[config.mk]
export PLATFORM = sky130hd
export DESIGN_NAME = psl_loader
export DESIGN_NICKNAME = d
export VERILOG_FILES = /design/src/psl_pkg.sv /design/src/psl_link_if.sv /design/src/psl_loader.sv /design/src/psl_pin_sync.sv
export SDC_FILE = /design/constraint.sdc
export NUM_CORES = 1
export LEC_CHECK = 0
export BUFFER_PORTS_ARGS = -buffer_cell sky130_fd_sc_hd__buf_2
export CELL_PAD_IN_SITES_DETAIL_PLACEMENT = 2
export CELL_PAD_IN_SITES_GLOBAL_PLACEMENT = 2
export CORE_MARGIN = 3
export CORE_UTILIZATION = 34
export DETAILED_ROUTE_END_ITERATION = 10
export PLACE_DENSITY_LB_ADDON = 0.1
export SLEW_MARGIN = 20
export SYNTH_ARGS = -nofsm -noshare
export SYNTH_HDL_FRONTEND = slang
export SYNTH_SLANG_ARGS = --single-unit
[constraint.sdc]
create_clock -name CLK -period 3.4 [get_ports CLK]
set_input_delay 0.68 -clock CLK [delete_from_list [all_inputs] [get_ports CLK]]
set_output_delay 0.68 -clock CLK [all_outputs]
set_load 0.03 [all_outputs]
[src/psl_pkg.sv]
// Constants and types shared by the serial latch loader
`default_nettype none
package psl_pkg;
    // ********************************************************************
    // Word layout
    // ********************************************************************
    localparam int WORD_BITS = 24;
    localparam int SEL_LSB = 0;
    localparam int CNT_RESET_POS = 2;
    localparam int PD_ENABLE_POS = 3;
    localparam int PD_SYNC_POS = 21;
    localparam logic [23:0] LATCH_RESET = 24'h000000;
    localparam logic [4:0] BIT_COUNT_RESET = 5'h00;

    // ********************************************************************
    // Latch select codes
    // ********************************************************************
    typedef enum logic [1:0] {
        PSL_SEL_REF  = 2'b00,
        PSL_SEL_FB   = 2'b01,
        PSL_SEL_FUNC = 2'b10,
        PSL_SEL_INIT = 2'b11
    } psl_sel_t;

    // ********************************************************************
    // Re-arm state of the internal reset pulse
    // ********************************************************************
    typedef enum logic [0:0] {
        PSL_IDLE  = 1'b0,
        PSL_ARMED = 1'b1
    } psl_arm_t;
endpackage
`default_nettype wire

[src/psl_link_if.sv]
// Link sampling signals passed from the synchroniser to the loader
`default_nettype none
interface psl_link_if;
    logic sclk_rise;
    logic strobe_rise;
    logic data_s;
    logic ce_s;
    modport sync (output sclk_rise, output strobe_rise, output data_s,
        output ce_s);
    modport core (input sclk_rise, input strobe_rise, input data_s,
        input ce_s);
endinterface
`default_nettype wire

[src/psl_loader.sv]
// Serial latch loader: shift register, latch routing, reset and power-down
`default_nettype none
module psl_loader (
    // Clock and reset
    input wire logic CLK,
    input wire logic RESET,
    // Serial link pins
    input wire logic SCLK,
    input wire logic SDATA,
    input wire logic WORD_TRANSFER_STROBE,
    input wire logic CHIP_ENABLE,
    // Latch contents
    output logic [23:0] REF_LATCH,
    output logic [23:0] FB_LATCH,
    output logic [23:0] FUNC_LATCH,
    // Control and status
    output logic COUNTER_LOAD,
    output logic PUMP_TRISTATE,
    output logic POWER_DOWN,
    output logic LOCK_CLEAR,
    output logic INIT_RESET_PULSE,
    output logic SYNC_PD_REQ,
    output logic WORD_LOADED
);
    psl_link_if link ();

    psl_pin_sync u_sync (
        .clk(CLK),
        .reset(RESET),
        .sclk_pin(SCLK),
        .data_pin(SDATA),
        .strobe_pin(WORD_TRANSFER_STROBE),
        .ce_pin(CHIP_ENABLE),
        .link(link)
    );

    // ********************************************************************
    // Shift register
    // ********************************************************************
    logic [23:0] shift_r, shift_nxt;

    // Shifting runs regardless of power-down state
    always_comb begin
        shift_nxt = shift_r;
        if (link.sclk_rise) begin
            shift_nxt = {shift_r[22:0], link.data_s};
        end
    end

    // ********************************************************************
    // Latches and pulse control
    // ********************************************************************
    logic [23:0] ref_r, ref_nxt;
    logic [23:0] fb_r, fb_nxt;
    logic [23:0] func_r, func_nxt;
    logic pulse_r, pulse_nxt;
    logic sync_pd_r, sync_pd_nxt;
    logic loaded_r, loaded_nxt;
    psl_pkg::psl_arm_t arm_r, arm_nxt;
    psl_pkg::psl_sel_t sel;

    function automatic logic sync_pd_word(input logic [23:0] w,
        input logic ce);
        sync_pd_word = ce & w[psl_pkg::PD_ENABLE_POS]
            & ~w[psl_pkg::PD_SYNC_POS];
    endfunction

    assign sel = psl_pkg::psl_sel_t'(shift_r[psl_pkg::SEL_LSB +: 2]);

    always_comb begin
        ref_nxt = ref_r;
        fb_nxt = fb_r;
        func_nxt = func_r;
        pulse_nxt = 1'b0;
        sync_pd_nxt = sync_pd_r;
        loaded_nxt = 1'b0;
        arm_nxt = arm_r;
        // Latches are never cleared by CE, only by the global reset
        if (link.strobe_rise) begin
            loaded_nxt = 1'b1;
            case (sel)
                psl_pkg::PSL_SEL_REF: begin
                    ref_nxt = shift_r;
                end
                psl_pkg::PSL_SEL_FB: begin
                    fb_nxt = shift_r;
                    case (arm_r)
                        psl_pkg::PSL_ARMED: begin
                            pulse_nxt = 1'b1;
                            arm_nxt = psl_pkg::PSL_IDLE;
                        end
                        default: begin
                            arm_nxt = psl_pkg::PSL_IDLE;
                        end
                    endcase
                end
                psl_pkg::PSL_SEL_FUNC: begin
                    func_nxt = shift_r;
                    sync_pd_nxt = 1'b0;
                end
                default: begin
                    func_nxt = shift_r;
                    pulse_nxt = 1'b1;
                    arm_nxt = psl_pkg::PSL_ARMED;
                    sync_pd_nxt = sync_pd_word(shift_r, link.ce_s);
                end
            endcase
        end
        // CE pin power-down overrides; a pending sync request is dropped
        if (!link.ce_s) begin
            sync_pd_nxt = 1'b0;
        end
    end

    always_ff @(posedge CLK or posedge RESET) begin
        if (RESET) begin
            shift_r <= psl_pkg::LATCH_RESET;
            ref_r <= psl_pkg::LATCH_RESET;
            fb_r <= psl_pkg::LATCH_RESET;
            func_r <= psl_pkg::LATCH_RESET;
            pulse_r <= 1'b0;
            sync_pd_r <= 1'b0;
            loaded_r <= 1'b0;
            arm_r <= psl_pkg::PSL_IDLE;
        end else begin
            shift_r <= shift_nxt;
            ref_r <= ref_nxt;
            fb_r <= fb_nxt;
            func_r <= func_nxt;
            pulse_r <= pulse_nxt;
            sync_pd_r <= sync_pd_nxt;
            loaded_r <= loaded_nxt;
            arm_r <= arm_nxt;
        end
    end

    // ********************************************************************
    // Outputs
    // ********************************************************************
    logic cnt_reset;
    logic pd_any;

    // Counter reset bit is a steady hold and never requests power-down
    assign cnt_reset = func_r[psl_pkg::CNT_RESET_POS];
    // Leaving power-down releases the counters together, keeping alignment
    assign pd_any = ~link.ce_s | sync_pd_r;

    always_comb begin
        COUNTER_LOAD = pulse_r | cnt_reset | pd_any;
        PUMP_TRISTATE = pulse_r | cnt_reset | pd_any;
        POWER_DOWN = pd_any;
        LOCK_CLEAR = pd_any;
    end

    assign REF_LATCH = ref_r;
    assign FB_LATCH = fb_r;
    assign FUNC_LATCH = func_r;
    assign INIT_RESET_PULSE = pulse_r;
    assign SYNC_PD_REQ = sync_pd_r;
    assign WORD_LOADED = loaded_r;
endmodule
`default_nettype wire

[src/psl_pin_sync.sv]
// Two-flop synchroniser and edge finder for the serial link pins
`default_nettype none
module psl_pin_sync (
    // Clock and reset
    input wire logic clk,
    input wire logic reset,
    // Raw pins
    input wire logic sclk_pin,
    input wire logic data_pin,
    input wire logic strobe_pin,
    input wire logic ce_pin,
    // Sampled link
    psl_link_if.sync link
);
    logic [3:0] meta_r, meta_nxt;
    logic [3:0] sync_r, sync_nxt;
    logic [1:0] prev_r, prev_nxt;

    always_comb begin
        meta_nxt = {ce_pin, strobe_pin, data_pin, sclk_pin};
        sync_nxt = meta_r;
        prev_nxt = {sync_r[2], sync_r[0]};
    end

    // CE resets low so the part starts powered down until the pin is seen
    // Strobe resets high, its idle level, so release gives no false rise
    always_ff @(posedge clk or posedge reset) begin
        if (reset) begin
            meta_r <= 4'h4;
            sync_r <= 4'h4;
            prev_r <= 2'h2;
        end else begin
            meta_r <= meta_nxt;
            sync_r <= sync_nxt;
            prev_r <= prev_nxt;
        end
    end

    assign link.sclk_rise = sync_r[0] & ~prev_r[0];
    assign link.strobe_rise = sync_r[2] & ~prev_r[1];
    assign link.data_s = sync_r[1];
    assign link.ce_s = sync_r[3];
endmodule
`default_nettype wire

==> summary.txt, run 1 <==
Place
  – IO Port Bufs: between 80 and 90
  – Hpwl dp: approximately 5300 microns
  – DP Area: 4590 sq um
  – GP Congestion: 0.662

Clocking
  – H-tree Lvls: 3
  – Worst-path clk slew: 0.06 ns
  – TritonCTS clock tree: built
  – Setup Fix Bufs, Post-CTS: 0
  – Root Driver: clkbuf_16
  – Clock sinks: 110
  – Number of CTS-inserted buffers: 9
  – Post-CTS Hold Fix Bufs: 0
  – Clk buf depth: 2
  – Post-cts gate resize count: 0
  – Worst-skew pair later-pin latency: 0.35 ns

Routing
  – WL final: 8270 microns
  – Via density: around 4.7
  – DR vias: 2,217
  – First DRT Iteration DRCs: 101
  – Drt drc: 0
  – Remaining antenna violation count: 0
  – Routed length per instance: 17.6 microns
  – DRT Pass-1 Iters: 3

Synth
  – Post-synthesis sequential area ratio: 0.685
  – Synth Cell Area: 4020 sq um
  – Netlist cell types: 22
  – Post-synthesis cell count: 234
  – Mean post-synth cell area: roughly 17 sq um
  – Seq cells post-synth: 110
  – Warnings, synthesis: 0
  – Syn_nets: 240

Timing
  – Slew of the pin with the lowest slew margin: approximately 0.84 ns
  – Final period util: 0.631
  – Hold Violations, Final: 0
  – Setup_tns: 0 ns
  – Max Fclk: between 0.4 and 0.5 GHz
  – Worst-case clock skew: 0.00449 ns
  – Max_slew headroom: 0.438
  – Post-Route Hold Slack: between 0.3 and 0.4 ns
  – Final setup fails: 0
  – Max Slew Vio Count: 0
  – Minimum clock period: 2.15 ns
  – RSZ-0062 raised after global routing: false

Worst hold path
  – Worst hold path depth: 0
  – Worst min-delay path startpoint: u_sync.meta_r[0]
  – Worst min path class: register to register

Run
  – Max Cap Violations: 0

Floorplanning
  – Die area: approximately 13,000 sq um
  – Initial core utilization: 0.349
  – Die W: ~110 microns
  – Die Ht: around 110 microns
  – Ports: 85
  – FP Rows: 39
  – Core area: 11,500 sq um

Critical path
  – WP data arrival: 2.38 ns
  – Critical Path End Type: register
  – CP Launch Type: register
  – Reg2reg path depth: 3
  – Slowest cell on the critical path: nor4bb_4
  – Buf/Inv on CP: 1
  – Cells along the critical path: nor4bb_4 -> buf_4 -> mux2_2
  – FF-to-FF Start: u_sync.sync_r[2]
  – Worst Path Max Fanout: 16
  – Critical path type: register to register
  – Crit path largest cell delay: 0.69 ns
  – Setup crit start: u_sync.sync_r[2]
  – Worst endpoint required time: 3.63 ns
  – Delay-heaviest family, CP: simple AND/OR/NAND/NOR gates
  – Critical path depth: 3

Global route
  – Vias in the first global route: 2,445
  – Overflow after GRT: 0
  – Gr busiest metal: met2
  – First-pass GRT wire length: 13,500 microns
  – GRT Total Usage: 0.136
  – Met3 Use GR: 0.0621
  – M1 GR Usage: 0.165
  – Met2 Use GR: 0.213
  – Largest net degree at the start of global routing: about 110
  – Initial antenna violation count: 1

Layout
  – Util after Layout: 0.423
  – Fill count: between 1,000 and 1,500
  – Ratio of cells with drive above 1 in the final layout: 0.604
  – Final Cell Area: 4870 sq um
  – Syn-to-layout area delta: 20.9%
  – Fin nets: roughly 330
  – Ant diodes: 0

Pwr
  – LEAKAGE: 0.00253 uW
  – Pwr/cell area: 800 nW/um^2
  – Maximum vdd drop: 361 uV

Status
  – Status: complete, no violations
==> through the flow <==
step / total power (uW) / cells / setup slack, ns
CTS: 3970 / 469 / 1.22
global route: 4130 / 469 / 1.10
detailed placement: 2980 / 453 / 1.23
global placement: 2940 / 453 / 1.29
floorplan: 2610 / 234 / 1.13
finish: 3890 / 469 / 1.25
==> cells by family (layout without fill, tap and decap cells) <==
family / after synthesis / count (layout) / share of synthesized area
flops: 110 / 110 / 0.685
mux: 92 / 92 / 0.257
simple gates: 17 / 17 / 0.0320
buf+inv: 14 / 106 / 0.0246
compound gates: 1 / 1 / 0.00124
==> layer usage <==
layer	share of wire	vias to the layer above	wire, microns
met5	0.0016	-	13
met4	0.016	2	135
met3	0.068	12	566
met2	0.47	60	3880
met1	0.44	1160	3670
li1	-	983	-
==> power breakdown <==
| part | leakage, uW | switching, uW | internal [uW] | total, uW |
|---|---|---|---|---|
| registers | 0.00143 | 226 | 1620 | 1840 |
| clock network | 0.000134 | 434 | 537 | 971 |
| logic | 0.000965 | 675 | 407 | 1080 |
| total | 0.00253 | 1340 | 2560 | 3890 |
==> state kept, by name, summed over array words and instances (netlist names) <==
signal / count
INIT_RESET_PULSE: 1
FB_LATCH: 24
SYNC_PD_REQ: 1
u_sync.meta_r: 4
WORD_LOADED: 1
REF_LATCH: 24
u_sync.sync_r: 4
u_sync.prev_r: 2
arm_r: 1
shift_r: 24
FUNC_LATCH: 24
==> worst reg2reg max path, stage by stage, from the launching register on <==
cell	delay (ns)
dfstp_2	0.59
nor4bb_4	0.69
buf_4	0.38
mux2_2	0.38
==> final timing paths <==
path,end,slack (ns)
setup / recovery,FB_LATCH[17],1.25
hold / removal,u_sync.sync_r[0],0.35
setup reg to reg,FB_LATCH[17],1.25
hold reg to reg,u_sync.sync_r[0],0.35
max in group asynchronous,REF_LATCH[21],2.47
min in group asynchronous,FUNC_LATCH[23],0.48
==> cells in the mapped netlist (all sizes together) <==
cell,count,area [sq um]
or2,1,6.26
nor2b,4,25.0
nand3b,2,18.8
inv,2,7.51
nand2b,3,18.8
nor4b,1,23.8
mux2i,1,10.0
dfstp,3,78.8
dfrtp,107,2680
nand2,1,3.75
nor4bb,1,10.0
or3,1,6.26
clkbuf,1,3.75
a21oi,1,5.00
nand4b,1,8.76
mux2,91,1020
nor2,2,7.51
buf,11,87.6
==> placed cells by master, fill, tap and decap left out <==
cell type / synthesis / final
mux2_1: 2 / 2
mux2_2: 89 / 89
inv_1: 2 / 1
nand3b_2: 1 / 1
a21oi_1: 1 / 1
buf_12: 0 / 1
nor4bb_4: 0 / 1
or3_1: 1 / 1
clkbuf_8: 0 / 2
nor2b_1: 4 / 4
mux2i_1: 1 / 1
nand4b_1: 1 / 1
clkinv_2: 0 / 1
nor2_1: 2 / 2
clkinvlp_4: 0 / 1
nand2b_1: 3 / 3
nand2_1: 1 / 1
dfstp_2: 3 / 3
clkbuf_16: 0 / 9
or2_2: 1 / 1
dfrtp_1: 107 / 107
clkbuf_1: 1 / 4
buf_2: 4 / 84
nand3b_1: 1 / 1
nor4b_4: 1 / 1
buf_4: 3 / 3
==> area by class of cell <==
type,count,area [sq um],area share
tap,143,179,0.0368
inverter,2,11.3,0.00231
clock buffer,15,268,0.0550
sequential,110,2760,0.566
timing repair buffer,88,463,0.0951
multi-input combinational,110,1180,0.243
clock inverter,1,5.00,0.00103
Power figures use the tool's default switching activity.
==> inputs of run 2 (changes only) <==
- ABC_AREA: unset -> 1
- CORE_UTILIZATION: 34 -> 35
- clock period: 3.4 -> 2.1 ns (I/O delays scaled with it)
==> run 2 against run 1 <==
  * Sequential share of layout area down 0.49 points
  * Clock power up 58%
  * Utilization up 0.37 points
  * Flip-flop and latch count unchanged
  * Non-clock buffer count down 1
  * Maximum frequency up 33%
  * Register-to-register slack worse by 0.77 ns
  * Synthesized cell count up 59%
  * Final area up 0.87%
  * Synthesized area up 3.5%
  * First-iteration DRC count up 28%
  * Critical endpoint is now REF_LATCH[15]
  * Highest routed layer is now met4
==> summary.txt, run 2 <==
Clocking
  – Post-CTS Hold Fix Bufs: 0 (unchanged)
  – Number of CTS-inserted buffers: 9 (unchanged)
  – Worst-skew pair later-pin latency: 0.34 ns (was 0.35 ns)
  – Clk buf depth: 2 (unchanged)
  – Post-cts gate resize count: 0 (unchanged)
  – H-tree Lvls: 3 (unchanged)
  – Worst-path clk slew: 0.07 ns (was 0.06 ns)
  – TritonCTS clock tree: built (unchanged)
  – Clock sinks: 110 (unchanged)
  – Setup Fix Bufs, Post-CTS: 0 (unchanged)
  – Root Driver: clkbuf_16 (unchanged)

Floorplanning
  – Ports: 85 (unchanged)
  – Core area: 11,500 sq um (unchanged)
  – Initial core utilization: 0.362 (was 0.349)
  – FP Rows: 39 (unchanged)
  – Die area: 13,200 sq um (about the same)
  – Die W: 115 microns (about the same)
  – Die Ht: 115 microns (about the same)

Pwr
  – Maximum vdd drop: 419 uV (was 361 uV)
  – Pwr/cell area: 1130 nW/um^2 (was 800 nW/um^2)
  – Tot Pwr: 5550 uW (was 3890 uW)
  – LEAKAGE: 0.00250 uW (was 0.00253 uW)

Layout
  – Syn-to-layout area delta: 17.8% (was 20.9%)
  – FF/Latch Area: 2760 sq um (unchanged)
  – Final Cell Area: 4910 sq um (was 4870 sq um)
  – Ratio of cells with drive above 1 in the final layout: 0.356 (was 0.604)
  – Fill count: 1,225 (was 1,123)
  – Fin nets: 456 (was 327)
  – Ant diodes: 0 (unchanged)
  – Util after Layout: 0.426 (was 0.423)
  – Most common cell after layout, fill and taps aside: dfrtp_1 (unchanged)
  – Most frequent cells in the layout: dfrtp_1, nand2_1, buf_2 (was dfrtp_1, mux2_2, buf_2)
  – Area of the multi-input gates: 1120 sq um (was 1180 sq um)

Critical path
  – Worst Path Max Fanout: 45 (was 16)
  – WP data arrival: 1.82 ns (was 2.38 ns)
  – Crit path largest cell delay: 0.57 ns (was 0.69 ns)
  – CP Launch Type: register (unchanged)
  – R2r setup slk: 0.49 ns (was 1.25 ns)
  – Critical path depth: 5 (was 3)
  – FF-to-FF End: REF_LATCH[15] (was FB_LATCH[17])
  – Reg2reg path depth: 5 (was 3)
  – FF-to-FF Start: u_sync.sync_r[2] (unchanged)
  – Delay-heaviest family, CP: simple AND/OR/NAND/NOR gates (unchanged)
  – Critical Path End Type: register (unchanged)
  – Cells along the critical path: inv_2 -> nor2_4 -> nand2_4 -> nand2_1 -> o21ai_2 (was nor4bb_4 -> buf_4 -> mux2_2)
  – Setup crit start: u_sync.sync_r[2] (unchanged)
  – Buf/Inv on CP: 1 (unchanged)
  – Worst setup path endpoint: REF_LATCH[15] (was FB_LATCH[17])
  – Slowest cell on the critical path: dfstp_2 (was nor4bb_4)
  – Critical path type: register to register (unchanged)
  – Worst endpoint required time: 2.31 ns (was 3.63 ns)

Worst hold path
  – Worst min-delay path startpoint: WORD_TRANSFER_STROBE (was u_sync.meta_r[0])
  – Worst min path class: input port to register (was register to register)
  – Worst hold path depth: 1 (was 0)

Synth
  – Cell accounting for the most synthesized area: dfrtp_1 (unchanged)
  – Top FF cell, synth: dfrtp_1 (unchanged)
  – Top-count cell post-synth: dfrtp_1 (unchanged)
  – Synth Cell Area: 4170 sq um (was 4020 sq um)
  – Post-synthesis sequential area ratio: 0.662 (was 0.685)
  – Ranking of synthesized cells by area: dfrtp_1, o21ai_2, nand2_1 (was dfrtp_1, mux2_2, dfstp_2)
  – Netlist cell types: 21 (was 22)
  – Warnings, synthesis: 0 (unchanged)
  – Ys async rst share: 1.00 (unchanged)
  – Share of the synthesized area in the top cell type: 0.643 (was 0.665)
  – Syn_nets: 378 (was 240)
  – Post-synth EDFFs: 0 (unchanged)
  – Post-synthesis cell count: 372 (was 234)
  – Mean post-synth cell area: 11.2 sq um (was 17.2 sq um)
  – Seq cells post-synth: 110 (unchanged)
  – Commonest cells post-synth: dfrtp_1, nand2_1, o21ai_2 (was dfrtp_1, mux2_2, buf_2, buf_6, nor2b_1)

Routing
  – First DRT Iteration DRCs: 129 (was 101)
  – WL final: 9510 microns (was 8270 microns)
  – DRT Pass-1 Iters: 4 (was 3)
  – Drt drc: 0 (unchanged)
  – Via density: 4.75 (was 4.73)
  – Routed length per instance: 15.9 microns (was 17.6 microns)
  – Remaining antenna violation count: 0 (unchanged)
  – DR vias: 2,839 (was 2,217)

Timing
  – Worst-case clock skew: 0.00479 ns (was 0.00449 ns)
  – Final setup fails: 0 (unchanged)
  – Slew of the pin with the lowest slew margin: 0.827 ns (was 0.839 ns)
  – Setup_tns: 0 ns (unchanged)
  – Max Slew Vio Count: 0 (unchanged)
  – RSZ-0062 raised after global routing: false (unchanged)
  – Final period util: 0.768 (was 0.631)
  – Hold Violations, Final: 0 (unchanged)
  – Minimum clock period: 1.61 ns (was 2.15 ns)
  – Max Fclk: 0.620 GHz (was 0.466 GHz)
  – Max_slew headroom: 0.447 (was 0.438)

Global route
  – Initial antenna violation count: 0 (was 1)
  – Largest net degree at the start of global routing: 111 (unchanged)
  – GRT Total Usage: 0.155 (was 0.136)
  – Vias in the first global route: 3,087 (was 2,445)
  – Overflow after GRT: 0 (unchanged)
  – First-pass GRT wire length: 16,000 microns (was 13,500 microns)

Place
  – IO Port Bufs: 84 (unchanged)
  – GP Congestion: 0.666 (was 0.662)
  – Hpwl dp: 6360 microns (was 5270 microns)
  – DP Area: 4650 sq um (was 4590 sq um)

Run
  – Max Cap Violations: 0 (unchanged)

Status
  – Status: complete, no violations (unchanged)
[run 2: cell types whose count changed in the layout (fill, tap and decap cells not counted), moves of 3 or more]
cell	before	now
o21ai_2	0	47
nor2b_1	4	0
inv_2	0	5
nand2b_1	3	0
inv_1	1	27
o21ai_0	0	26
mux2_2	89	0
o21ai_1	0	17
nand2_1	1	98
nor2_1	2	10
[run 2: worst min-delay path by stage]
stage and end:
5_1_grt u_sync.meta_r[2], 2_1_floorplan u_sync.sync_r[0], 3_3_place_gp u_sync.sync_r[1], 4_1_cts u_sync.meta_r[2]
3_5_place_dp u_sync.sync_r[0], 6_report u_sync.meta_r[2]
[run 2: area by class of cell]
class	count	area share
Clock buffer	12	0.0482
Clock inverter	4	0.00484
Inverter	33	0.0260
Multi-Input combinational cell	209	0.228
Sequential cell	110	0.562
Tap cell	143	0.0365
Timing Repair Buffer	87	0.0953
[run 2: worst register-to-register path: stages, from the launching register on]
cell	delay (ns)
dfstp_2	0.57
inv_2	0.05
nor2_4	0.15
nand2_4	0.41
nand2_1	0.23
o21ai_2	0.07
[run 2: cell families after synthesis]
| group | after synthesis | synth area share |
|---|---|---|
| simple gates | 116 | 0.113 |
| buf+inv | 53 | 0.0709 |
| compound gates | 93 | 0.155 |
| flops | 110 | 0.662 |
[run 2: stage by stage]
stage,instances,hold slack [ns],setup slack [ns]
after global placement,582,0.333,0.542
final,598,0.174,0.488
after detailed placement,582,0.341,0.481
after CTS,598,0.162,0.461
after floorplan,372,0.331,0.353
after global routing,598,0.165,0.325
[run 2: per-layer routing]
| metal | up-vias | GRT usage | wire length (microns) |
|---|---|---|---|
| li1 | 1342 | - | - |
| met1 | 1432 | 0.200 | 4210 |
| met2 | 53 | 0.258 | 4810 |
| met3 | 12 | 0.0253 | 304 |
| met4 | 0 | 0.0681 | 190 |
| met5 | - | 0 | 0 |
[run 2: report_power, final]
part           total [uW]  internal [uW]  switching (uW)
Combinational        1390            370            1020
Sequential           2630           2440             194
Clock                1530            803             732
Total                5550           3610            1940
==> inputs of run 3 (changes only) <==
- CORE_UTILIZATION: 35 -> 31
- clock period: 2.1 -> 1.34 ns (I/O delays scaled with it)
==> run 3 against run 2 <==
  * The run now ends with negative setup slack left
  * Clock power up 78%
  * Flip-flop and latch count unchanged
  * Critical path depth decreased by 2
  * Final area is 11% higher
  * Critical path type is now register to output pin
==> summary.txt, run 3 (synthesis gave the netlist of run 2 again) <==
Critical path
  – FF-to-FF Start: u_sync.sync_r[2] (unchanged)
  – CP Launch Type: register (unchanged)
  – Crit path largest cell delay: 0.39 ns (was 0.57 ns)
  – Worst endpoint required time: 1.07 ns (was 2.31 ns)
  – Critical Path End Type: output pin (was register)
  – Worst Path Max Fanout: 2 (was 45)
  – WP data arrival: 1.10 ns (was 1.82 ns)
  – R2r setup slk: 0 ns (was 0.49 ns)
  – Cells along the critical path: nor2_2 -> nand3_2 -> buf_6 (was inv_2 -> nor2_4 -> nand2_4 -> nand2_1 -> o21ai_2)
  – FF-to-FF End: REF_LATCH[2] (was REF_LATCH[15])
  – Reg2reg path depth: 6 (was 5)
  – Critical path type: register to output pin (was register to register)
  – Slowest cell on the critical path: dfrtp_1 (was dfstp_2)

Timing
  – Max Slew Vio Count: 0 (unchanged)
  – Hold Violations, Final: 0 (unchanged)
  – Max Fclk: 0.731 GHz
  – Final period util: 1.02
  – Final Worst Setup Slack: -0.0277 ns (was 0.488 ns)
  – Setup_tns: -0.0625 ns (was 0 ns)
  – Worst-case clock skew: 0.00396 ns (was 0.00479 ns)
  – Max_slew headroom: 0.781 (was 0.447)
  – Post-Route Hold Slack: 0.0127 ns (was 0.174 ns)
  – RSZ-0062 raised after global routing: true (was false)
  – Minimum clock period: 1.37 ns
  – Slew of the pin with the lowest slew margin: 0.329 ns (was 0.827 ns)
  – Final setup fails: 5 (was 0)

Clocking
  – TritonCTS clock tree: built (unchanged)
  – Clk buf depth: 2 (unchanged)
  – Number of CTS-inserted buffers: 9 (unchanged)
  – Clock sinks: 110 (unchanged)
  – Worst-path clk slew: 0.07 ns (about the same)
  – Root Driver: clkbuf_16 (unchanged)
  – H-tree Lvls: 3 (unchanged)
  – Worst-skew pair later-pin latency: 0.35 ns (was 0.34 ns)

Floorplanning
  – Die Ht: 122 microns (was 115 microns)
  – Die W: 122 microns (was 115 microns)
  – Initial core utilization: 0.324 (was 0.362)
  – Core area: 12,900 sq um (was 11,500 sq um)
  – FP Rows: 41 (was 39)
  – Ports: 85 (unchanged)
  – Die area: 14,900 sq um (was 13,200 sq um)

Global route
  – Initial antenna violation count: 0 (unchanged)
  – First-pass GRT wire length: 16,400 microns (was 16,000 microns)
  – Overflow after GRT: 0 (unchanged)
  – Vias in the first global route: 3,158 (was 3,087)
  – Largest net degree at the start of global routing: 60 (was 111)
  – GRT Total Usage: 0.143 (was 0.155)

Place
  – Hpwl dp: 6860 microns (was 6360 microns)
  – Pre-CTS WS: 0.0476 ns (was 0.481 ns)
  – DP Area: 4830 sq um (was 4650 sq um)
  – GP Congestion: 0.687 (was 0.666)
  – IO Port Bufs: 84 (unchanged)

Pwr
  – Tot Pwr: 9330 uW (was 5550 uW)
  – Pwr/cell area: 1710 nW/um^2 (was 1130 nW/um^2)
  – Maximum vdd drop: 788 uV (was 419 uV)
  – LEAKAGE: 0.00272 uW (was 0.00250 uW)

Routing
  – Remaining antenna violation count: 0 (unchanged)
  – Via density: 4.51 (was 4.75)
  – Routed length per instance: 16.6 microns (was 15.9 microns)
  – WL final: 10,700 microns (was 9510 microns)
  – Drt drc: 0 (unchanged)
  – First DRT Iteration DRCs: 106 (was 129)
  – DRT Pass-1 Iters: 4 (unchanged)
  – DR vias: 2,915 (was 2,839)

Layout
  – Ratio of cells with drive above 1 in the final layout: 0.484 (was 0.356)
  – Ant diodes: 0 (unchanged)
  – Final Cell Area: 5470 sq um (was 4910 sq um)
  – Most frequent cells in the layout: dfrtp_1, buf_2, nand2_1 (was dfrtp_1, nand2_1, buf_2)
  – Syn-to-layout area delta: 31.2% (was 17.8%)
  – Fin nets: 476 (was 456)
  – Most common cell after layout, fill and taps aside: dfrtp_1 (unchanged)

Worst hold path
  – Worst min path class: input port to async pin (was input port to register)

Status
  – Failing checks: negative setup slack
  – Status: finished with violations (was complete, no violations)

Run
  – Max Cap Violations: 0 (unchanged)
-- run 3: worst max-delay path by stage --
stage / start / to / slack (ns) / depth (start not counted)
2_1_floorplan: RESET / FB_LATCH[0] / -0.26 / 1
3_3_place_gp: u_sync.sync_r[2] / FB_LATCH[20] / 0.09 / 6
3_5_place_dp: u_sync.sync_r[2] / FB_LATCH[14] / 0.05 / 6
4_1_cts: INIT_RESET_PULSE / PUMP_TRISTATE / -0.06 / 3
5_1_grt: FUNC_LATCH[2] / PUMP_TRISTATE / -0.09 / 3
6_report: FUNC_LATCH[2] / PUMP_TRISTATE / -0.03 / 3
-- run 3: worst max-delay path, delay by kind of cell (launching register included) --
kind	cells	cell delay, ns
buffers and inverters	1	0.15
flip-flops	1	0.39
AND/OR/NAND/NOR	2	0.21
-- run 3: per-layer routing --
metal  GRT usage  up-vias  share of wire
li1            -     1376              -
met5           0        -              0
met4      0.0378        0          0.011
met1       0.183     1473           0.44
met2       0.235       55           0.51
met3      0.0474       11          0.041
-- run 3: power by group --
| group | internal [uW] | switching (uW) | total [uW] |
|---|---|---|---|
| registers | 3820 | 345 | 4170 |
| logic | 774 | 1650 | 2430 |
| clock network | 1540 | 1190 | 2730 |
| total | 6140 | 3180 | 9330 |
-- run 3: repair_timing --
action | CTS | global route
gates cloned | 0 | 6
pin swaps | 1 | 2
hold buffers | 1 | 0
setup endpoints to repair | 4 | 16
resized for setup | 10 | 53
buffers inserted | 2 | 1
endpoints found under the hold margin | 1 | 0
-- run 3: metrics by stage --
step                      std cells   util
after floorplan                 372      -
after detailed placement        621  0.375
after global placement          621  0.375
after global routing            647  0.425
final                           647  0.425
after CTS                       640  0.402
-- run 3: final cells by class --
| type | instances | area [sq um] |
|---|---|---|
| timing repair buffer | 107 | 812 |
| tap | 172 | 215 |
| clock buffer | 12 | 256 |
| sequential | 110 | 2760 |
| fill | 1349 | 7410 |
| inverter | 33 | 128 |
| multi-input combinational | 209 | 1250 |
| clock inverter | 4 | 45.0 |
